--- config.mk ---
export PLATFORM = sky130hd
export DESIGN_NAME = mcc_unit
export DESIGN_NICKNAME = d
export VERILOG_FILES = /design/src/mcc_pkg.sv /design/src/mcc_unit.sv /design/src/mcc_decide.sv /design/src/mcc_axil_slave.sv
export VERILOG_INCLUDE_DIRS = /design/src
export SDC_FILE = /design/constraint.sdc
export NUM_CORES = 1
export LEC_CHECK = 0
export BUFFER_PORTS_ARGS = -buffer_cell sky130_fd_sc_hd__buf_2
export CAP_MARGIN = 5
export CORE_MARGIN = 1
export CORE_UTILIZATION = 54
export DETAILED_ROUTE_END_ITERATION = 8
export PLACE_DENSITY = 0.81
export SLEW_MARGIN = 20
export SYNTH_ARGS = -nofsm -noshare
export SYNTH_HDL_FRONTEND = slang
export SYNTH_HIERARCHICAL = 1
export SYNTH_SLANG_ARGS = --single-unit
export TNS_END_PERCENT = 10
--- constraint.sdc ---
create_clock -name aclk -period 2.7 [get_ports aclk]
set_input_delay 0.135 -clock aclk [delete_from_list [all_inputs] [get_ports aclk]]
set_output_delay 0.135 -clock aclk [all_outputs]
set_load 0.01 [all_outputs]
--- src/mcc_cfg.svh ---
/*
  mcc_cfg.svh: offsets, field positions, reset values and timing counts
  for the machine check unit.
  assumes: included by bare name, 32-bit registers, 8-bit byte address.
*/
`ifndef MCC_CFG_SVH
`define MCC_CFG_SVH

// register byte offsets
`define MCC_OFS_MSW 8'h00
`define MCC_OFS_HW0 8'h04
`define MCC_OFS_SRA 8'h08
`define MCC_OFS_SMS 8'h0C
`define MCC_OFS_STAT 8'h10
`define MCC_OFS_CTRL 8'h14

// machine_state_word bits, numbered lsb = 0
`define MCC_MSW_XEND 16
`define MCC_MSW_MCEN 12
`define MCC_MSW_IP 6
`define MCC_MSW_RECOV 1
`define MCC_MSW_DEND 0
// power, interrupt, privilege, float, check enable, trace, translation and
// recoverable bits: cleared on a taken check
`define MCC_MSW_CLR_MASK 32'h0004FF32

// hw_implementation_reg0 gates: master at msb, machine_fault_stop_gate below
`define MCC_HW0_MASTER 31
`define MCC_HW0_MFSTOP 15
`define MCC_HW0_MASK 32'h80008000

// status and control fields
`define MCC_STAT_STOP 0
`define MCC_STAT_TAKEN 1
`define MCC_STAT_IMPREC 2
`define MCC_STAT_STATE 4
`define MCC_CTRL_SINGLE 0

// reset values
`define MCC_MSW_RST 32'h00000040
`define MCC_HW0_RST 32'h00000000
`define MCC_CTRL_RST 32'h00000000

// vector and timing
`define MCC_MC_VECTOR 32'h00000200
`define MCC_VEC_HIGH 32'hFFF00000
`define MCC_FREEZE_CYC 2
`define MCC_RESP_OKAY 2'h0
`define MCC_RESP_SLVERR 2'h2

`endif

--- src/mcc_pkg.sv ---
/*
  mcc_pkg: types of the machine check unit.
  assumes: nothing is imported; users write mcc_pkg::name.
*/
package mcc_pkg;

    // gray coded along run -> take -> run and run -> stop -> frozen
    typedef enum logic [1:0] {
        mcc_st_run = 2'h0,
        mcc_st_take = 2'h1,
        mcc_st_stop = 2'h2,
        mcc_st_frozen = 2'h3
    } mcc_state_type;

endpackage

--- src/mcc_unit.sv ---
/*
  mcc_unit: machine check exception and checkstop entry for the core.
  assumes: one clock aclk, synchronous active low reset, an axi4-lite
  master, core-side inputs synchronous to aclk.
*/
// The implementer's own choices: the register addresses and the AXI4-Lite register port.
`include "mcc_cfg.svh"

module mcc_unit (
    input wire logic aclk,
    input wire logic aresetn,
    input wire logic [7:0] awaddr,
    input wire logic awvalid,
    output logic awready,
    input wire logic [31:0] wdata,
    input wire logic [3:0] wstrb,
    input wire logic wvalid,
    output logic wready,
    output logic [1:0] bresp,
    output logic bvalid,
    input wire logic bready,
    input wire logic [7:0] araddr,
    input wire logic arvalid,
    output logic arready,
    output logic [31:0] rdata,
    output logic [1:0] rresp,
    output logic rvalid,
    input wire logic rready,
    input wire logic bus_error_ack,
    input wire logic hard_reset_pending,
    input wire logic [31:0] insn_addr,
    input wire logic insn_exc_req,
    input wire logic context_sync,
    input wire logic lost_pending_exc,
    input wire logic data_bus_req,
    output logic insn_exc_take,
    output logic fetch_redirect,
    output logic [31:0] fetch_addr,
    output logic insn_suspend,
    output logic latch_freeze,
    output logic checkstop_out,
    output logic data_bus_oe,
    output logic mc_imprecise
);

    ////////////////////////////////////////////////////////////////////
    // declarations
    mcc_pkg::mcc_state_type state_ff;
    mcc_pkg::mcc_state_type nxt_state;
    logic [31:0] msw_ff, hw0_ff, sra_ff, sms_ff, ctrl_ff, fetch_addr_ff;
    logic taken_ff, imprec_ff, bea_dly_ff;
    // bus side strobes and decode
    logic wr_en, wr_err, rd_en, rd_err, wr_msw, wr_hw0, wr_stat, wr_ctrl;
    logic [31:0] rd_data, wmask, stat_word, msw_taken, sms_next, vec_base;
    // decision terms
    logic stopped, mc_event, take, stop, single_bus, recov;

    ////////////////////////////////////////////////////////////////////
    // bus front end
    mcc_axil_slave u_slave (
        .aclk(aclk),
        .aresetn(aresetn),
        .awaddr(awaddr),
        .awvalid(awvalid),
        .awready(awready),
        .wdata(wdata),
        .wstrb(wstrb),
        .wvalid(wvalid),
        .wready(wready),
        .bresp(bresp),
        .bvalid(bvalid),
        .bready(bready),
        .araddr(araddr),
        .arvalid(arvalid),
        .arready(arready),
        .rdata(rdata),
        .rresp(rresp),
        .rvalid(rvalid),
        .rready(rready),
        .wr_en(wr_en),
        .wr_err(wr_err),
        .rd_en(rd_en),
        .rd_data(rd_data),
        .rd_err(rd_err)
    );

    // byte lanes into a bit mask
    assign wmask = {{8{wstrb[3]}}, {8{wstrb[2]}}, {8{wstrb[1]}}, {8{wstrb[0]}}};

    // write decode, read-only offsets accept and ignore
    always_comb begin
        wr_msw = 1'b0;
        wr_hw0 = 1'b0;
        wr_stat = 1'b0;
        wr_ctrl = 1'b0;
        wr_err = 1'b0;
        if (awaddr == `MCC_OFS_MSW) begin
            wr_msw = wr_en;
        end else if (awaddr == `MCC_OFS_HW0) begin
            wr_hw0 = wr_en;
        end else if (awaddr == `MCC_OFS_STAT) begin
            wr_stat = wr_en;
        end else if (awaddr == `MCC_OFS_CTRL) begin
            wr_ctrl = wr_en;
        end else if (awaddr == `MCC_OFS_SRA || awaddr == `MCC_OFS_SMS) begin
            wr_err = 1'b0;
        end else begin
            wr_err = 1'b1;
        end
    end

    // read decode, unmapped offsets answer slverr
    always_comb begin
        rd_data = 32'h0;
        rd_err = 1'b0;
        if (araddr == `MCC_OFS_MSW) begin
            rd_data = msw_ff;
        end else if (araddr == `MCC_OFS_HW0) begin
            rd_data = hw0_ff;
        end else if (araddr == `MCC_OFS_SRA) begin
            rd_data = sra_ff;
        end else if (araddr == `MCC_OFS_SMS) begin
            rd_data = sms_ff;
        end else if (araddr == `MCC_OFS_STAT) begin
            rd_data = stat_word;
        end else if (araddr == `MCC_OFS_CTRL) begin
            rd_data = ctrl_ff;
        end else begin
            rd_err = 1'b1;
        end
    end

    // status view of the block's own state
    always_comb begin
        stat_word = 32'h0;
        stat_word[`MCC_STAT_STOP] = stopped;
        stat_word[`MCC_STAT_TAKEN] = taken_ff;
        stat_word[`MCC_STAT_IMPREC] = imprec_ff;
        stat_word[`MCC_STAT_STATE +: 2] = state_ff;
    end

    ////////////////////////////////////////////////////////////////////
    // decision
    assign stopped = (state_ff == mcc_pkg::mcc_st_stop) ||
                     (state_ff == mcc_pkg::mcc_st_frozen);
    assign single_bus = ctrl_ff[`MCC_CTRL_SINGLE];

    assign mc_event = bus_error_ack & ~hard_reset_pending & ~stopped;

    mcc_decide u_decide (
        .mc_event(mc_event),
        .mc_enable(msw_ff[`MCC_MSW_MCEN]),
        .single_bus(single_bus),
        .gate_master(hw0_ff[`MCC_HW0_MASTER]),
        .gate_mfstop(hw0_ff[`MCC_HW0_MFSTOP]),
        .take_exc(take),
        .enter_stop(stop)
    );

    assign insn_exc_take = insn_exc_req & ~take & ~stop & ~stopped;

    assign recov = context_sync & ~lost_pending_exc;

    // state word on entry
    // the enable drops too, so a second check stops the core, except in the single-bus variant with either gate clear
    always_comb begin
        msw_taken = msw_ff & ~`MCC_MSW_CLR_MASK;
        msw_taken[`MCC_MSW_DEND] = msw_ff[`MCC_MSW_XEND];
    end

    always_comb begin
        sms_next = msw_ff;
        sms_next[`MCC_MSW_RECOV] = recov & msw_ff[`MCC_MSW_RECOV];
    end

    assign vec_base = msw_ff[`MCC_MSW_IP] ? `MCC_VEC_HIGH : 32'h0;

    ////////////////////////////////////////////////////////////////////
    // state machine
    // stop and frozen: no way out but reset
    always_comb begin
        nxt_state = state_ff;
        case (state_ff)
            mcc_pkg::mcc_st_run, mcc_pkg::mcc_st_take: begin
                if (stop) begin
                    nxt_state = mcc_pkg::mcc_st_stop;
                end else if (take) begin
                    nxt_state = mcc_pkg::mcc_st_take;
                end else begin
                    nxt_state = mcc_pkg::mcc_st_run;
                end
            end
            mcc_pkg::mcc_st_stop: begin
                nxt_state = mcc_pkg::mcc_st_frozen;
            end
            default: begin
                nxt_state = mcc_pkg::mcc_st_frozen;
            end
        endcase
    end

    always_ff @(posedge aclk) begin
        if (!aresetn) begin
            state_ff <= mcc_pkg::mcc_st_run;
        end else begin
            state_ff <= nxt_state;
        end
    end

    // suspend and freeze
    // freeze follows the detecting edge, one cycle inside the limit
    assign insn_suspend = stopped;
    assign latch_freeze = stopped;
    assign checkstop_out = stopped;

    assign fetch_redirect = (state_ff == mcc_pkg::mcc_st_take);
    assign fetch_addr = fetch_addr_ff;

    ////////////////////////////////////////////////////////////////////
    // architected registers, software writes ignored once stopped, except the status flag clears
    // state word update
    // hardware entry wins over a software write in the same cycle
    always_ff @(posedge aclk) begin
        if (!aresetn) begin
            msw_ff <= `MCC_MSW_RST;
        end else if (take) begin
            msw_ff <= msw_taken;
        end else if (wr_msw && !stopped) begin
            msw_ff <= (msw_ff & ~wmask) | (wdata & wmask);
        end
    end

    always_ff @(posedge aclk) begin
        if (!aresetn) begin
            hw0_ff <= `MCC_HW0_RST;
        end else if (wr_hw0 && !stopped) begin
            hw0_ff <= ((hw0_ff & ~wmask) | (wdata & wmask)) & `MCC_HW0_MASK;
        end
    end

    // variant select
    always_ff @(posedge aclk) begin
        if (!aresetn) begin
            ctrl_ff <= `MCC_CTRL_RST;
        end else if (wr_ctrl && !stopped) begin
            ctrl_ff[`MCC_CTRL_SINGLE] <= wdata[`MCC_CTRL_SINGLE] | ~wstrb[0] & single_bus;
        end
    end

    // saved state and vector address
    // all captured on the taking edge, so they always describe one check
    always_ff @(posedge aclk) begin
        if (!aresetn) begin
            sra_ff <= 32'h0;
            sms_ff <= 32'h0;
            fetch_addr_ff <= 32'h0;
        end else if (take) begin
            sra_ff <= insn_addr;
            sms_ff <= sms_next;
            fetch_addr_ff <= vec_base | `MCC_MC_VECTOR;
        end
    end

    // taken and imprecise flags
    // sticky flags: a set in the clearing cycle wins
    always_ff @(posedge aclk) begin
        if (!aresetn) begin
            taken_ff <= 1'b0;
            imprec_ff <= 1'b0;
        end else begin
            if (take) begin
                taken_ff <= 1'b1;
            end else if (wr_stat && wstrb[0] && wdata[`MCC_STAT_TAKEN]) begin
                taken_ff <= 1'b0;
            end
            if (take && single_bus) begin
                imprec_ff <= 1'b1;
            end else if (wr_stat && wstrb[0] && wdata[`MCC_STAT_IMPREC]) begin
                imprec_ff <= 1'b0;
            end
        end
    end

    assign mc_imprecise = imprec_ff;

    // data bus release
    // only the drive is dropped; captured data stays valid
    always_ff @(posedge aclk) begin
        if (!aresetn) begin
            bea_dly_ff <= 1'b0;
        end else begin
            bea_dly_ff <= bus_error_ack;
        end
    end

    assign data_bus_oe = data_bus_req & ~bea_dly_ff;
endmodule // mcc_unit

--- src/mcc_decide.sv ---
/*
  mcc_decide: chooses between taking a machine check and checkstop.
  assumes: mc_event already qualified against hard reset.
*/
module mcc_decide (
    input wire logic mc_event,
    input wire logic mc_enable,
    input wire logic single_bus,
    input wire logic gate_master,
    input wire logic gate_mfstop,
    output logic take_exc,
    output logic enter_stop
);

    logic stop_allowed;

    // the two gates
    // both gates must be set before the single-bus variant may stop
    assign stop_allowed = single_bus ? (gate_master & gate_mfstop) : 1'b1;

    assign enter_stop = mc_event & ~mc_enable & stop_allowed;

    assign take_exc = mc_event & ~enter_stop;

endmodule // mcc_decide

--- src/mcc_axil_slave.sv ---
/*
  mcc_axil_slave: axi4-lite slave front end, one write and one read at a time.
  assumes: register decode answers combinationally in the same cycle.
*/
`include "mcc_cfg.svh"

module mcc_axil_slave (
    input wire logic aclk,
    input wire logic aresetn,
    input wire logic [7:0] awaddr,
    input wire logic awvalid,
    output logic awready,
    input wire logic [31:0] wdata,
    input wire logic [3:0] wstrb,
    input wire logic wvalid,
    output logic wready,
    output logic [1:0] bresp,
    output logic bvalid,
    input wire logic bready,
    input wire logic [7:0] araddr,
    input wire logic arvalid,
    output logic arready,
    output logic [31:0] rdata,
    output logic [1:0] rresp,
    output logic rvalid,
    input wire logic rready,
    output logic wr_en,
    input wire logic wr_err,
    output logic rd_en,
    input wire logic [31:0] rd_data,
    input wire logic rd_err
);

    logic bvalid_ff;
    logic [1:0] bresp_ff;
    logic rvalid_ff;
    logic [1:0] rresp_ff;
    logic [31:0] rdata_ff;

    // address and data taken together, so either order works
    assign awready = awvalid & wvalid & ~bvalid_ff;
    assign wready = awready;
    assign wr_en = awready;
    assign arready = ~rvalid_ff;
    assign rd_en = arvalid & ~rvalid_ff;

    assign bvalid = bvalid_ff;
    assign bresp = bresp_ff;
    assign rvalid = rvalid_ff;
    assign rresp = rresp_ff;
    assign rdata = rdata_ff;

    // write response
    always_ff @(posedge aclk) begin
        if (!aresetn) begin
            bvalid_ff <= 1'b0;
            bresp_ff <= `MCC_RESP_OKAY;
        end else if (wr_en) begin
            bvalid_ff <= 1'b1;
            bresp_ff <= wr_err ? `MCC_RESP_SLVERR : `MCC_RESP_OKAY;
        end else if (bready) begin
            bvalid_ff <= 1'b0;
        end
    end

    // read data
    always_ff @(posedge aclk) begin
        if (!aresetn) begin
            rvalid_ff <= 1'b0;
            rresp_ff <= `MCC_RESP_OKAY;
            rdata_ff <= 32'h0;
        end else if (rd_en) begin
            rvalid_ff <= 1'b1;
            rresp_ff <= rd_err ? `MCC_RESP_SLVERR : `MCC_RESP_OKAY;
            rdata_ff <= rd_data;
        end else if (rready) begin
            rvalid_ff <= 1'b0;
        end
    end

endmodule // mcc_axil_slave

# ---- Word-level counts from Yosys, hierarchy flattened
# Cells that the tools add are included.
dict set report word_totals {
  ff_bits 174
  out_inout_bits 80
  word_cells 129
  input_bits 97
}
dict set report op_classes {
  mux 44
  bitwise_logic 34
  eq_ne 13
  reduce_logical 21
}
# cell count
set ops {}
lappend ops {{$mux 32} 5}
lappend ops {{$and 32x32->32} 3}
lappend ops {{$or 32x32->32} 2}
lappend ops {{$mux 1} 34}
lappend ops {{$eq 8x4->1 const B} 4}
lappend ops {{$eq 8x5->1 const B} 4}
lappend ops {{$not 32->32} 1}
lappend ops {{$and 1x1->1} 16}
lappend ops {{$eq 8x3->1 const B} 2}
lappend ops {{$logic_not 8->1} 2}
lappend ops {{$not 1->1} 11}
lappend ops {{$reduce_bool 2->1} 5}
lappend ops {{$mux 2} 4}
lappend ops {{$logic_and 1x1->1} 7}
lappend ops {{$mux 6} 1}
lappend ops {{$eq 2x2->1 const B} 2}
lappend ops {{$reduce_or 2->1} 2}
lappend ops {{$eq 2x1->1 const B} 1}
lappend ops {{$logic_not 2->1} 1}
lappend ops {{$logic_or 1x1->1} 2}
lappend ops {{$reduce_and 2->1} 1}
lappend ops {{$logic_not 1->1} 1}
lappend ops {{$or 1x1->1} 1}

# ---- Longest topological paths before layout
# Gate-level depths: netlist of the first run.
dict set report depth {
  word_depth 12
  mapped_depth 8
  ltp_nobuf 5
}

# ---- Modules after synthesis
# The synthesis of the first run kept the hierarchy.
# mod area_each_um2 cells_each instances seq_area_each_um2
set by_module_without_submodules {}
lappend by_module_without_submodules {mcc_unit 5395.2 620 1 2102.0}
lappend by_module_without_submodules {mcc_axil_slave 1621.6 163 1 720.7}
lappend by_module_without_submodules {mcc_decide 31.3 3 1 0.0}

# ---- Least setup slack after synthesis of the first run
# Ideal clock, no wire load.
dict set report synth_path {
  path_kind {reg-to-reg}
  start {reg u_slave.bvalid_ff, in the netlist u_slave/bvalid}
  end {reg (tool-made name)}
  stages_incl_launch_ff 8
  t_arrival_ns 1.993
  t_required_ns 2.630
  path_slack_ns 0.636
  synth_period_minus_slack_ns 2.064
  setup_ns 0.070
  cell_sequence {dfxtp_1 -> nand3b_1 -> inv_1 -> buf_4 -> or4b_1 -> clkbuf_1 -> or4_1 -> a21oi_1}
}
# element line_no
set synth_rtl {}
lappend synth_rtl {{from (decl)} mcc_axil_slave.sv:34} ;# logic bvalid_ff;
lappend synth_rtl {{from (signal assigned)} mcc_axil_slave.sv:56} ;# bvalid_ff <= 1'b0;
lappend synth_rtl {{from (signal assigned)} mcc_axil_slave.sv:59} ;# bvalid_ff <= 1'b1;
lappend synth_rtl {{from (signal assigned)} mcc_axil_slave.sv:62} ;# bvalid_ff <= 1'b0;

==> results of run 1 <==
==> how the worst min path moves through the flow <==
stage | start | depth (start not counted) | end | slack (ns)
detailed placement | bus_error_ack | 2 | bea_dly_ff | 0.36
global route | wdata[16] | 3 | flip-flop | 0.03
CTS | wdata[16] | 3 | flip-flop | 0.0006
global placement | bus_error_ack | 2 | bea_dly_ff | 0.35
floorplan | wdata[1] | 1 | taken_ff | 0.24
finish | wdata[16] | 3 | flip-flop | 0.02
==> layout make-up <==
| type | instances | area (sq um) | share of cell area (%) |
|---|---|---|---|
| multi-input combinational | 505 | 3480 | 38.9 |
| timing repair buffer | 239 | 1600 | 17.9 |
| clock inverter | 11 | 144 | 1.61 |
| inverter | 57 | 226 | 2.53 |
| sequential | 141 | 2820 | 31.6 |
| tap | 172 | 215 | 2.41 |
| clock buffer | 19 | 453 | 5.06 |
==> worst register-to-register path, delay by kind of cell (launching register included) <==
| kind | cells | cell delay (ns) |
|---|---|---|
| buffers and inverters | 1 | 0.17 |
| DFF | 1 | 0.31 |
| AOI/OAI and AO/OA | 1 | 0.18 |
| and+or+nand+nor | 3 | 1.60 |
==> metal layers <==
metal  global-route usage, %  part of all wire, %  wire length (microns)
met3                    4.83                  6.4                   1260
met1                    38.6                   43                   8430
met2                    48.4                   48                   9350
met4                    14.1                  2.8                    557
met5                       0                    0                      0
==> repair_timing <==
action	in CTS	in global routing
hold endpoints to repair	68	0
hold buffers	69	0
resized for setup	0	0
==> metrics by stage <==
stage / cells / hold WS [ns] / setup WS (ns)
5_1_grt: 1144 / 0.0326 / 0.216
6_report: 1144 / 0.0210 / 0.353
4_1_cts: 1144 / 0.000613 / 0.399
2_1_floorplan: 805 / 0.243 / 0.636
3_5_place_dp: 1045 / 0.360 / 0.422
3_3_place_gp: 1045 / 0.354 / 0.491
==> power by group <==
part	internal, mW	switching, mW
combinational	0.183	0.225
sequential	2.09	0.00424
clock	1.48	0.878
==> cells in the mapped netlist (all sizes together), types with 4 or more instances <==
master,instances,area (sq um)
a21boi,35,379
a21oi,25,125
buf,51,432
clkbuf,51,191
dfxtp,141,2820
inv,57,226
mux2,4,45.0
mux2i,76,761
nand2,98,415
nand2b,9,63.8
nand4,21,131
nand4b,28,245
nor2,72,270
nor2b,7,43.8
nor3b,6,50.1
o21ai,7,35.0
o221ai,25,219
o31ai,22,165
or4,4,33.8
==> logic make-up (layout without fill, tap and decap cells) <==
logic type,Yosys count,in the layout,synth area share (%)
muxes,80,80,11.4
and+or+nand+nor,270,270,20.8
AOI/OAI and AO/OA,134,134,15.5
DFF,141,141,40.0
buffers and inverters,159,326,12.1
other,2,21,0.107
==> results.sh, run 1 <==
export IMPL_max_stage_delay_ns=0.76
export IMPL_yosysWarnings=6
export IMPL_cpMaxStageDelayCell="or4b_1"
export IMPL_finalHoldViolations=0
export IMPL_rsz0062_at_grt="false"
export IMPL_portBuffers=155
export IMPL_finalClockSkew_ns=0.00885
export IMPL_clockBufferDepth=2
export IMPL_ys_ff_latch=141
export IMPL_clock_fmax_mhz=426
export IMPL_start_util_pct=55.6
export IMPL_cp_cell_sequence="nand3b_1 -> inv_1 -> or4b_1 -> or4_1 -> a21oi_1"
export IMPL_hpwl_mm=11.8
export IMPL_drive_gt1_share_pct=27.6
export IMPL_core_area_sq_mm=0.0127
export IMPL_dr_pass1_iters=5
export IMPL_status="completed"
export IMPL_nFillCells=956
export IMPL_grt_overflow_total=0
export IMPL_p_leak_nw=3.38
export IMPL_clk_pin_slew_ns=0.06
export IMPL_place_congestion=0.852
export IMPL_ir_drop_uv=421
export IMPL_fin_area_sq_mm=0.00894
export IMPL_vias_per_cell=5.57
export IMPL_cp_arrival_ns=2.69
export IMPL_hp_class="in2reg"
export IMPL_area_delta_synth_final_pct=26.9
export IMPL_r2r_cells=5
export IMPL_root_buffer="clkbuf_16"
export IMPL_crit_fanout=18
export IMPL_async_reset_ff_share_pct=0
export IMPL_power_density_mw_per_mm2=544
export IMPL_mostFrequentLayoutCells="buf_2, dfxtp_1, nand2_1"
export IMPL_htree_levels=4
export IMPL_reg2reg_from="u_slave/bvalid"
export IMPL_rrSetupSlack_ns=0.35
export IMPL_syn_area_sq_mm=0.00705
export IMPL_track_usage_pct=29.8
export IMPL_timing_final_crit_period_ns=2.35
export IMPL_finalCoreUtilization_pct=70.6
export IMPL_wl_mm=19.6
export IMPL_p_total_mw=4.86
export IMPL_dpl_cell_area_sq_mm=0.00766
export IMPL_die_area_sq_mm=0.0135
export IMPL_antenna_found_initial=0
export IMPL_worst_path_buf_inv=1
export IMPL_required_ns=3.05
export IMPL_grt_pass1_vias=6116
export IMPL_fin_tns_setup_ns=0
export IMPL_maxCapViolCount=0
export IMPL_drt_initial_drc_count=476
export IMPL_syn_avg_cell_area_sq_um=8.97
export IMPL_critPathCaptureType="flip-flop"
export IMPL_grt_pass1_wl_mm=30.9
export IMPL_routedWlPerCell_microns=17.1
export IMPL_synth_ff_type="dfxtp_1"
export IMPL_seq_area_frac_synth_pct=40.0
export IMPL_io_pins=177
export IMPL_cts_made_buffers=17
export IMPL_worst_pin_slew_ns=0.999
export IMPL_grt_max_degree=50
export IMPL_critPathLaunchType="flip-flop"
export IMPL_cts_tree="done"
export IMPL_die_y_microns=116
export IMPL_vias=6373
export IMPL_diodes=0
export IMPL_cp_num_cells=5
export IMPL_clk_latency_ns=0.42
export IMPL_synth_edff_count=0
export IMPL_crit_family="simple AND/OR/NAND/NOR gates"
export IMPL_worstSetupPathType="reg2reg"
export IMPL_fp_dieW_microns=116
export IMPL_slew_viol_final=0
export IMPL_layout_commonest_cell="buf_2"
export IMPL_slew_headroom_pct=33.3
export IMPL_cts_sinks=141
export IMPL_finalSetupViolations=0
export IMPL_postRouteAntennaNets=0
export IMPL_syn_inst=786
export IMPL_cts_setup_buffers=0
export IMPL_drc=0
export IMPL_synth_cell_types=61
export IMPL_fin_crit_sh_pct=86.9
export IMPL_fin_nets=1058
export IMPL_cp_startpoint="u_slave/bvalid"
export IMPL_row_count=41
No activity file was read; power rests on OpenSTA's default activity.
==> run 2: changes to the inputs <==
--- a/config.mk
+++ b/config.mk
@@ -8,7 +8,7 @@
 export LEC_CHECK = 0
 export BUFFER_PORTS_ARGS = -buffer_cell sky130_fd_sc_hd__buf_2
 export CAP_MARGIN = 5
-export CORE_MARGIN = 1
+export CORE_MARGIN = 10
 export CORE_UTILIZATION = 54
 export DETAILED_ROUTE_END_ITERATION = 8
 export PLACE_DENSITY = 0.81
==> run 2 against run 1 <==
Register-to-register slack better by 0.10 ns. Via count is 0.66% higher. Sequential power barely moved. Count of clock-buffer cells in the layout is 5 higher. Cell area shrank 0.55%. Routed wire length increased by 7.9%. Combinational power barely moved. Die area up 33%. Largest cell class unchanged.
==> results.sh, run 2 (synthesis gave the netlist of run 1 again) <==
export IMPL_track_usage_pct=22.4
export IMPL_clockBufferDepth=2
export IMPL_slew_headroom_pct=40.8
export IMPL_critPathCaptureType="flip-flop"
export IMPL_row_count=41
export IMPL_layout_commonest_cell="buf_2"
export IMPL_htree_levels=4
export IMPL_portBuffers=155
export IMPL_mostFrequentLayoutCells="buf_2, dfxtp_1, nand2_1"
export IMPL_cp_startpoint="u_slave/bvalid"
export IMPL_crit_fanout=10
export IMPL_ir_drop_uv=366
export IMPL_maxCapViolCount=0
export IMPL_core_area_sq_mm=0.0127
export IMPL_grt_pass1_wl_mm=33.2
export IMPL_grt_pass1_vias=6477
export IMPL_fp_dieW_microns=134
export IMPL_rsz0062_at_grt="false"
export IMPL_antenna_found_initial=4
export IMPL_fin_tns_setup_ns=0
export IMPL_cts_made_buffers=17
export IMPL_multi_input_area_sq_mm=0.00348
export IMPL_die_y_microns=134
export IMPL_clk_latency_ns=0.42
export IMPL_finalHoldViolations=0
export IMPL_io_pins=177
export IMPL_drive_gt1_share_pct=27.7
export IMPL_fin_crit_sh_pct=83.1
export IMPL_reg2reg_from="u_slave/bvalid"
export IMPL_finalCoreUtilization_pct=69.9
export IMPL_die_area_sq_mm=0.0180
export IMPL_cts_tree="done"
export IMPL_vias=6415
export IMPL_root_buffer="clkbuf_16"
export IMPL_grt_overflow_total=0
export IMPL_routedWlPerCell_microns=18.4
export IMPL_nFillCells=985
export IMPL_wl_mm=21.2
export IMPL_place_congestion=0.824
export IMPL_cts_setup_buffers=0
export IMPL_timing_final_crit_period_ns=2.24
export IMPL_dr_pass1_iters=5
export IMPL_drc=0
export IMPL_seqCellArea_sq_mm=0.00282
export IMPL_required_ns=3.03
export IMPL_worstSetupPathType="reg2reg"
export IMPL_grt_max_degree=64
export IMPL_power_density_mw_per_mm2=527
export IMPL_cts_sinks=141
export IMPL_fin_nets=1057
export IMPL_postRouteAntennaNets=0
export IMPL_finalSetupViolations=0
export IMPL_critPathLaunchType="flip-flop"
export IMPL_start_util_pct=55.4
export IMPL_finalClockSkew_ns=0.00860
export IMPL_status="completed"
export IMPL_area_delta_synth_final_pct=26.2
export IMPL_vias_per_cell=5.58
export IMPL_p_leak_nw=3.37
export IMPL_clk_pin_slew_ns=0.06
export IMPL_min_from="wdata[14]"
export IMPL_drt_initial_drc_count=674
export IMPL_slew_viol_final=0
export IMPL_hpwl_mm=13.5
export IMPL_cp_arrival_ns=2.58
export IMPL_worst_pin_slew_ns=0.886
export IMPL_ctsResizeCount=0
export IMPL_clock_fmax_mhz=445
export IMPL_hp_class="in2reg"
## run 2: cell count changes in the layout (fill, tap and decap cells not counted), sizes merged
cell / delta
diode: +6
bufinv: -2
clkbuf: +5
clkinv: +1
clkinvlp: -3
dlygate4sd3: -3
buf: +2
## run 2: cell type report
type / instances / share of cell area [%]
multi-input cells: 505 / 39.2
flip-flops and latches: 141 / 31.7
repair buffers: 238 / 17.7
clock buffers: 24 / 5.53
inverters: 57 / 2.55
well taps: 172 / 2.42
clock inverters: 7 / 0.703
diodes: 6 / 0.169
## run 2: through the flow
step                      hold slack [ns]  total power [mW]  setup WS (ns)  instance area, sq um  instances
after global routing              0.00513              4.82          0.323                  8890       1147
final                             0.00893              4.68          0.455                  8890       1150
after detailed placement            0.356              2.46          0.501                  7660       1047
after global placement              0.353              2.46          0.561                  7660       1047
after floorplan                     0.243              2.37          0.636                  7120        805
after CTS                        0.000144              4.69          0.479                  8860       1143
## run 2: power by group
part | total (mW) | internal (mW) | switching [mW]
sequential | 2.09 | 2.09 | 0.00436
clock | 2.18 | 1.35 | 0.834
combinational | 0.408 | 0.182 | 0.226
## run 2: path summary, 6_finish.rpt
kind                                          to  slack [ns]  cells past startpoint
worst max-delay path                   flip-flop        0.46                      5
worst min-delay path                   flip-flop       0.009                      3
worst max register to register         flip-flop        0.46                      5
worst min register to register  u_slave/rdata[9]        0.46                      2
## run 2: routing by layer
metal / up-vias / share of wire (%) / routed length [microns] / GRT usage, %
met1: 2986 / 41 / 8750 / 26.7
met3: 59 / 8.2 / 1730 / 7.06
met2: 330 / 47 / 9980 / 36.3
li1: 3038 / - / - / -
met5: - / 0.033 / 7 / 0
met4: 2 / 3.2 / 684 / 9.92
## run 2: timing repair
item,in CTS,in global routing
endpoints found under the hold margin,65,1
hold buffers,65,1
setup endpoints to repair,0,0
## run 2: critical path, stage by stage (launching register included)
cell      delay (ns)
dfxtp_1         0.32
nand3b_1        0.24
inv_1           0.16
or4b_1          0.66
or4_1           0.59
a21oi_1         0.19
==> run 3: changes to the inputs <==
==> constraint.sdc (replaced) <==
create_clock -name aclk -period 2.32 [get_ports aclk]
set_input_delay 0.116 -clock aclk [delete_from_list [all_inputs] [get_ports aclk]]
set_output_delay 0.116 -clock aclk [all_outputs]
set_load 0.01 [all_outputs]
==> run 3 against run 2 <==
The run now ends with hold timing left. Utilization is 0.78 points higher. Combinational power is 18% higher. Clock skew rose by 0.00098 ns. Routed wire length grew 2.0%. Total power up 24%. Clock power is 33% higher. Hold slack got worse by 0.012 ns. Register-to-register slack worse by 0.34 ns. Final cell count about the same. Sequential share of layout area decreased by 0.35 points. Flip-flop and latch count unchanged. Critical path type unchanged.
==> results.sh, run 3 (synthesis gave the netlist of run 1 again) <==
export IMPL_drive_gt1_share_pct=28.2
export IMPL_critPathCaptureType="flip-flop"
export IMPL_fin_tns_setup_ns=0
export IMPL_track_usage_pct=23.1
export IMPL_root_buffer="clkbuf_16"
export IMPL_crit_fanout=15
export IMPL_ir_drop_uv=475
export IMPL_timing_final_crit_period_ns=2.20
export IMPL_slew_viol_final=0
export IMPL_wl_mm=21.6
export IMPL_finalSetupViolations=0
export IMPL_cts_tree="done"
export IMPL_drc=0
export IMPL_cp_cell_sequence="a21boi_2 -> o21a_4 -> or4b_2 -> nor3_2 -> mux2i_1"
export IMPL_power_switching_mw=1.32
export IMPL_fp_dieW_microns=134
export IMPL_cts_made_buffers=17
export IMPL_start_util_pct=55.4
export IMPL_antenna_found_initial=0
export IMPL_finalHoldViolations=1
export IMPL_postRouteAntennaNets=0
export IMPL_drt_met1_wl_mm=8.61
export IMPL_io_pins=177
export IMPL_drt_initial_drc_count=608
export IMPL_grt_pass1_wl_mm=34.1
export IMPL_fin_nets=1060
export IMPL_die_area_sq_mm=0.0180
export IMPL_row_count=41
export IMPL_p_int_mw=4.49
export IMPL_core_area_sq_mm=0.0127
export IMPL_p_total_mw=5.81
export IMPL_portBuffers=155
export IMPL_p_leak_nw=3.41
export IMPL_vias=6516
export IMPL_fin_worst_hold_slack_ns=-0.00344
export IMPL_max_stage_delay_ns=0.69
export IMPL_clockBufferDepth=2
export IMPL_cts_setup_buffers=0
export IMPL_p_sw_share_pct=22.7
export IMPL_met3_length_mm=1.83
export IMPL_place_ws_ns=0.120
export IMPL_worst_path_buf_inv=0
export IMPL_crit_family="simple AND/OR/NAND/NOR gates"
export IMPL_finalWorstSetupSlack_ns=0.117
export IMPL_clock_fmax_mhz=454
export IMPL_hpwl_mm=13.7
export IMPL_power_density_mw_per_mm2=646
export IMPL_grt_pass1_vias=6584
export IMPL_rsz0062_at_grt="false"
export IMPL_r2r_cells=5
export IMPL_required_ns=2.66
export IMPL_cp_num_cells=5
export IMPL_die_y_microns=134
export IMPL_clk_latency_ns=0.42
export IMPL_mostFrequentLayoutCells="buf_2, dfxtp_1, nand2_1"
export IMPL_wl_met2_mm=10.4
export IMPL_holdPathStages=3
export IMPL_worst_pin_slew_ns=0.661
export IMPL_maxCapViolCount=0
export IMPL_hp_class="in2reg"
export IMPL_fin_crit_sh_pct=95.0
export IMPL_vias_per_cell=5.67
export IMPL_layout_commonest_cell="buf_2"
export IMPL_clk_pin_slew_ns=0.06
export IMPL_combPwrFrac_pct=8.3
export IMPL_cp_arrival_ns=2.55
export IMPL_finalClockSkew_ns=0.00958
export IMPL_worstSetupPathType="reg2reg"
export IMPL_area_delta_synth_final_pct=27.6
export IMPL_grt_max_degree=50
export IMPL_cpMaxStageDelayCell="or4b_2"
export IMPL_finalCoreUtilization_pct=70.7
export IMPL_critPathLaunchType="flip-flop"
export IMPL_routedWlPerCell_microns=18.8
export IMPL_dr_pass1_iters=6
export IMPL_status="complete, but fails checks"
export IMPL_htree_levels=4
export IMPL_cts_sinks=141
export IMPL_place_congestion=0.859
export IMPL_maxUsedRoutingLayer="met4"
export IMPL_p_clk_share_pct=49.8
export IMPL_seqPwrFrac_pct=41.9
export IMPL_violations="hold timing"
export IMPL_grt_overflow_total=0
export IMPL_slew_headroom_pct=55.6
[run 3: changes by cell type in the layout (fill, tap and decap cells not counted)]
cell | previous run | this run
or4b_4 | 0 | 1
clkbuf_1 | 3 | 1
buf_4 | 16 | 17
clkinvlp_4 | 1 | 3
bufinv_16 | 1 | 4
buf_12 | 1 | 2
diode_2 | 6 | 1
dlygate4sd3_1 | 66 | 67
or4b_1 | 2 | 1
clkbuf_8 | 4 | 2
[run 3: per-layer routing]
layer,track usage [%],vias to the layer above
li1,-,3037
met1,27.0,3082
met2,37.8,340
met3,6.98,57
met5,0,-
met4,10.6,0
[run 3: final cells by class]
type / count / area, sq um
repair buffers: 241 / 1610
clock inverters: 12 / 168
diodes: 1 / 2.50
clock buffers: 20 / 457
flip-flops and latches: 141 / 2820
well taps: 172 / 215
multi-input cells: 505 / 3490
fillers: 944 / 3730
inverters: 57 / 226
[run 3: repair_timing]
action,CTS,global route
hold buffers,67,0
endpoints found under the setup margin,0,1
hold endpoints to repair,67,0
gates resized for setup,0,1
[run 3: power by group through the flow]
stage | Clock (mW) | Combinational (mW) | Sequential [mW]
global route | 3.01 | 0.515 | 2.44
floorplan | 0 | 0.264 | 2.49
finish | 2.89 | 0.482 | 2.44
global placement | 0 | 0.373 | 2.49
detailed placement | 0 | 0.375 | 2.49
CTS | 2.90 | 0.467 | 2.44
[run 3: worst register-to-register path, delay by kind of cell, from the launching register on]
kind,cells,cell delay [ns]
DFF,1,0.43
and+or+nand+nor,2,1.07
AOI/OAI and AO/OA,2,0.40
muxes,1,0.24
[run 3: per-stage QoR]
stage / cell area, sq um / instances
6_report: 8990 / 1149
5_1_grt: 8990 / 1148
4_1_cts: 8980 / 1148
3_5_place_dp: 7690 / 1049
3_3_place_gp: 7690 / 1049
2_1_floorplan: 7120 / 805
[run 3: final timing paths]
| kind | slack (ns) | start | end |
|---|---|---|---|
| worst max-delay path | 0.12 | flip-flop | flip-flop |
| worst min-delay path | -0.003 | insn_addr[11] | sra_ff[11] |
| worst max register to register | 0.12 | flip-flop | flip-flop |
| worst min register to register | 0.46 | u_slave/rdata[19] | u_slave/rdata[19] |
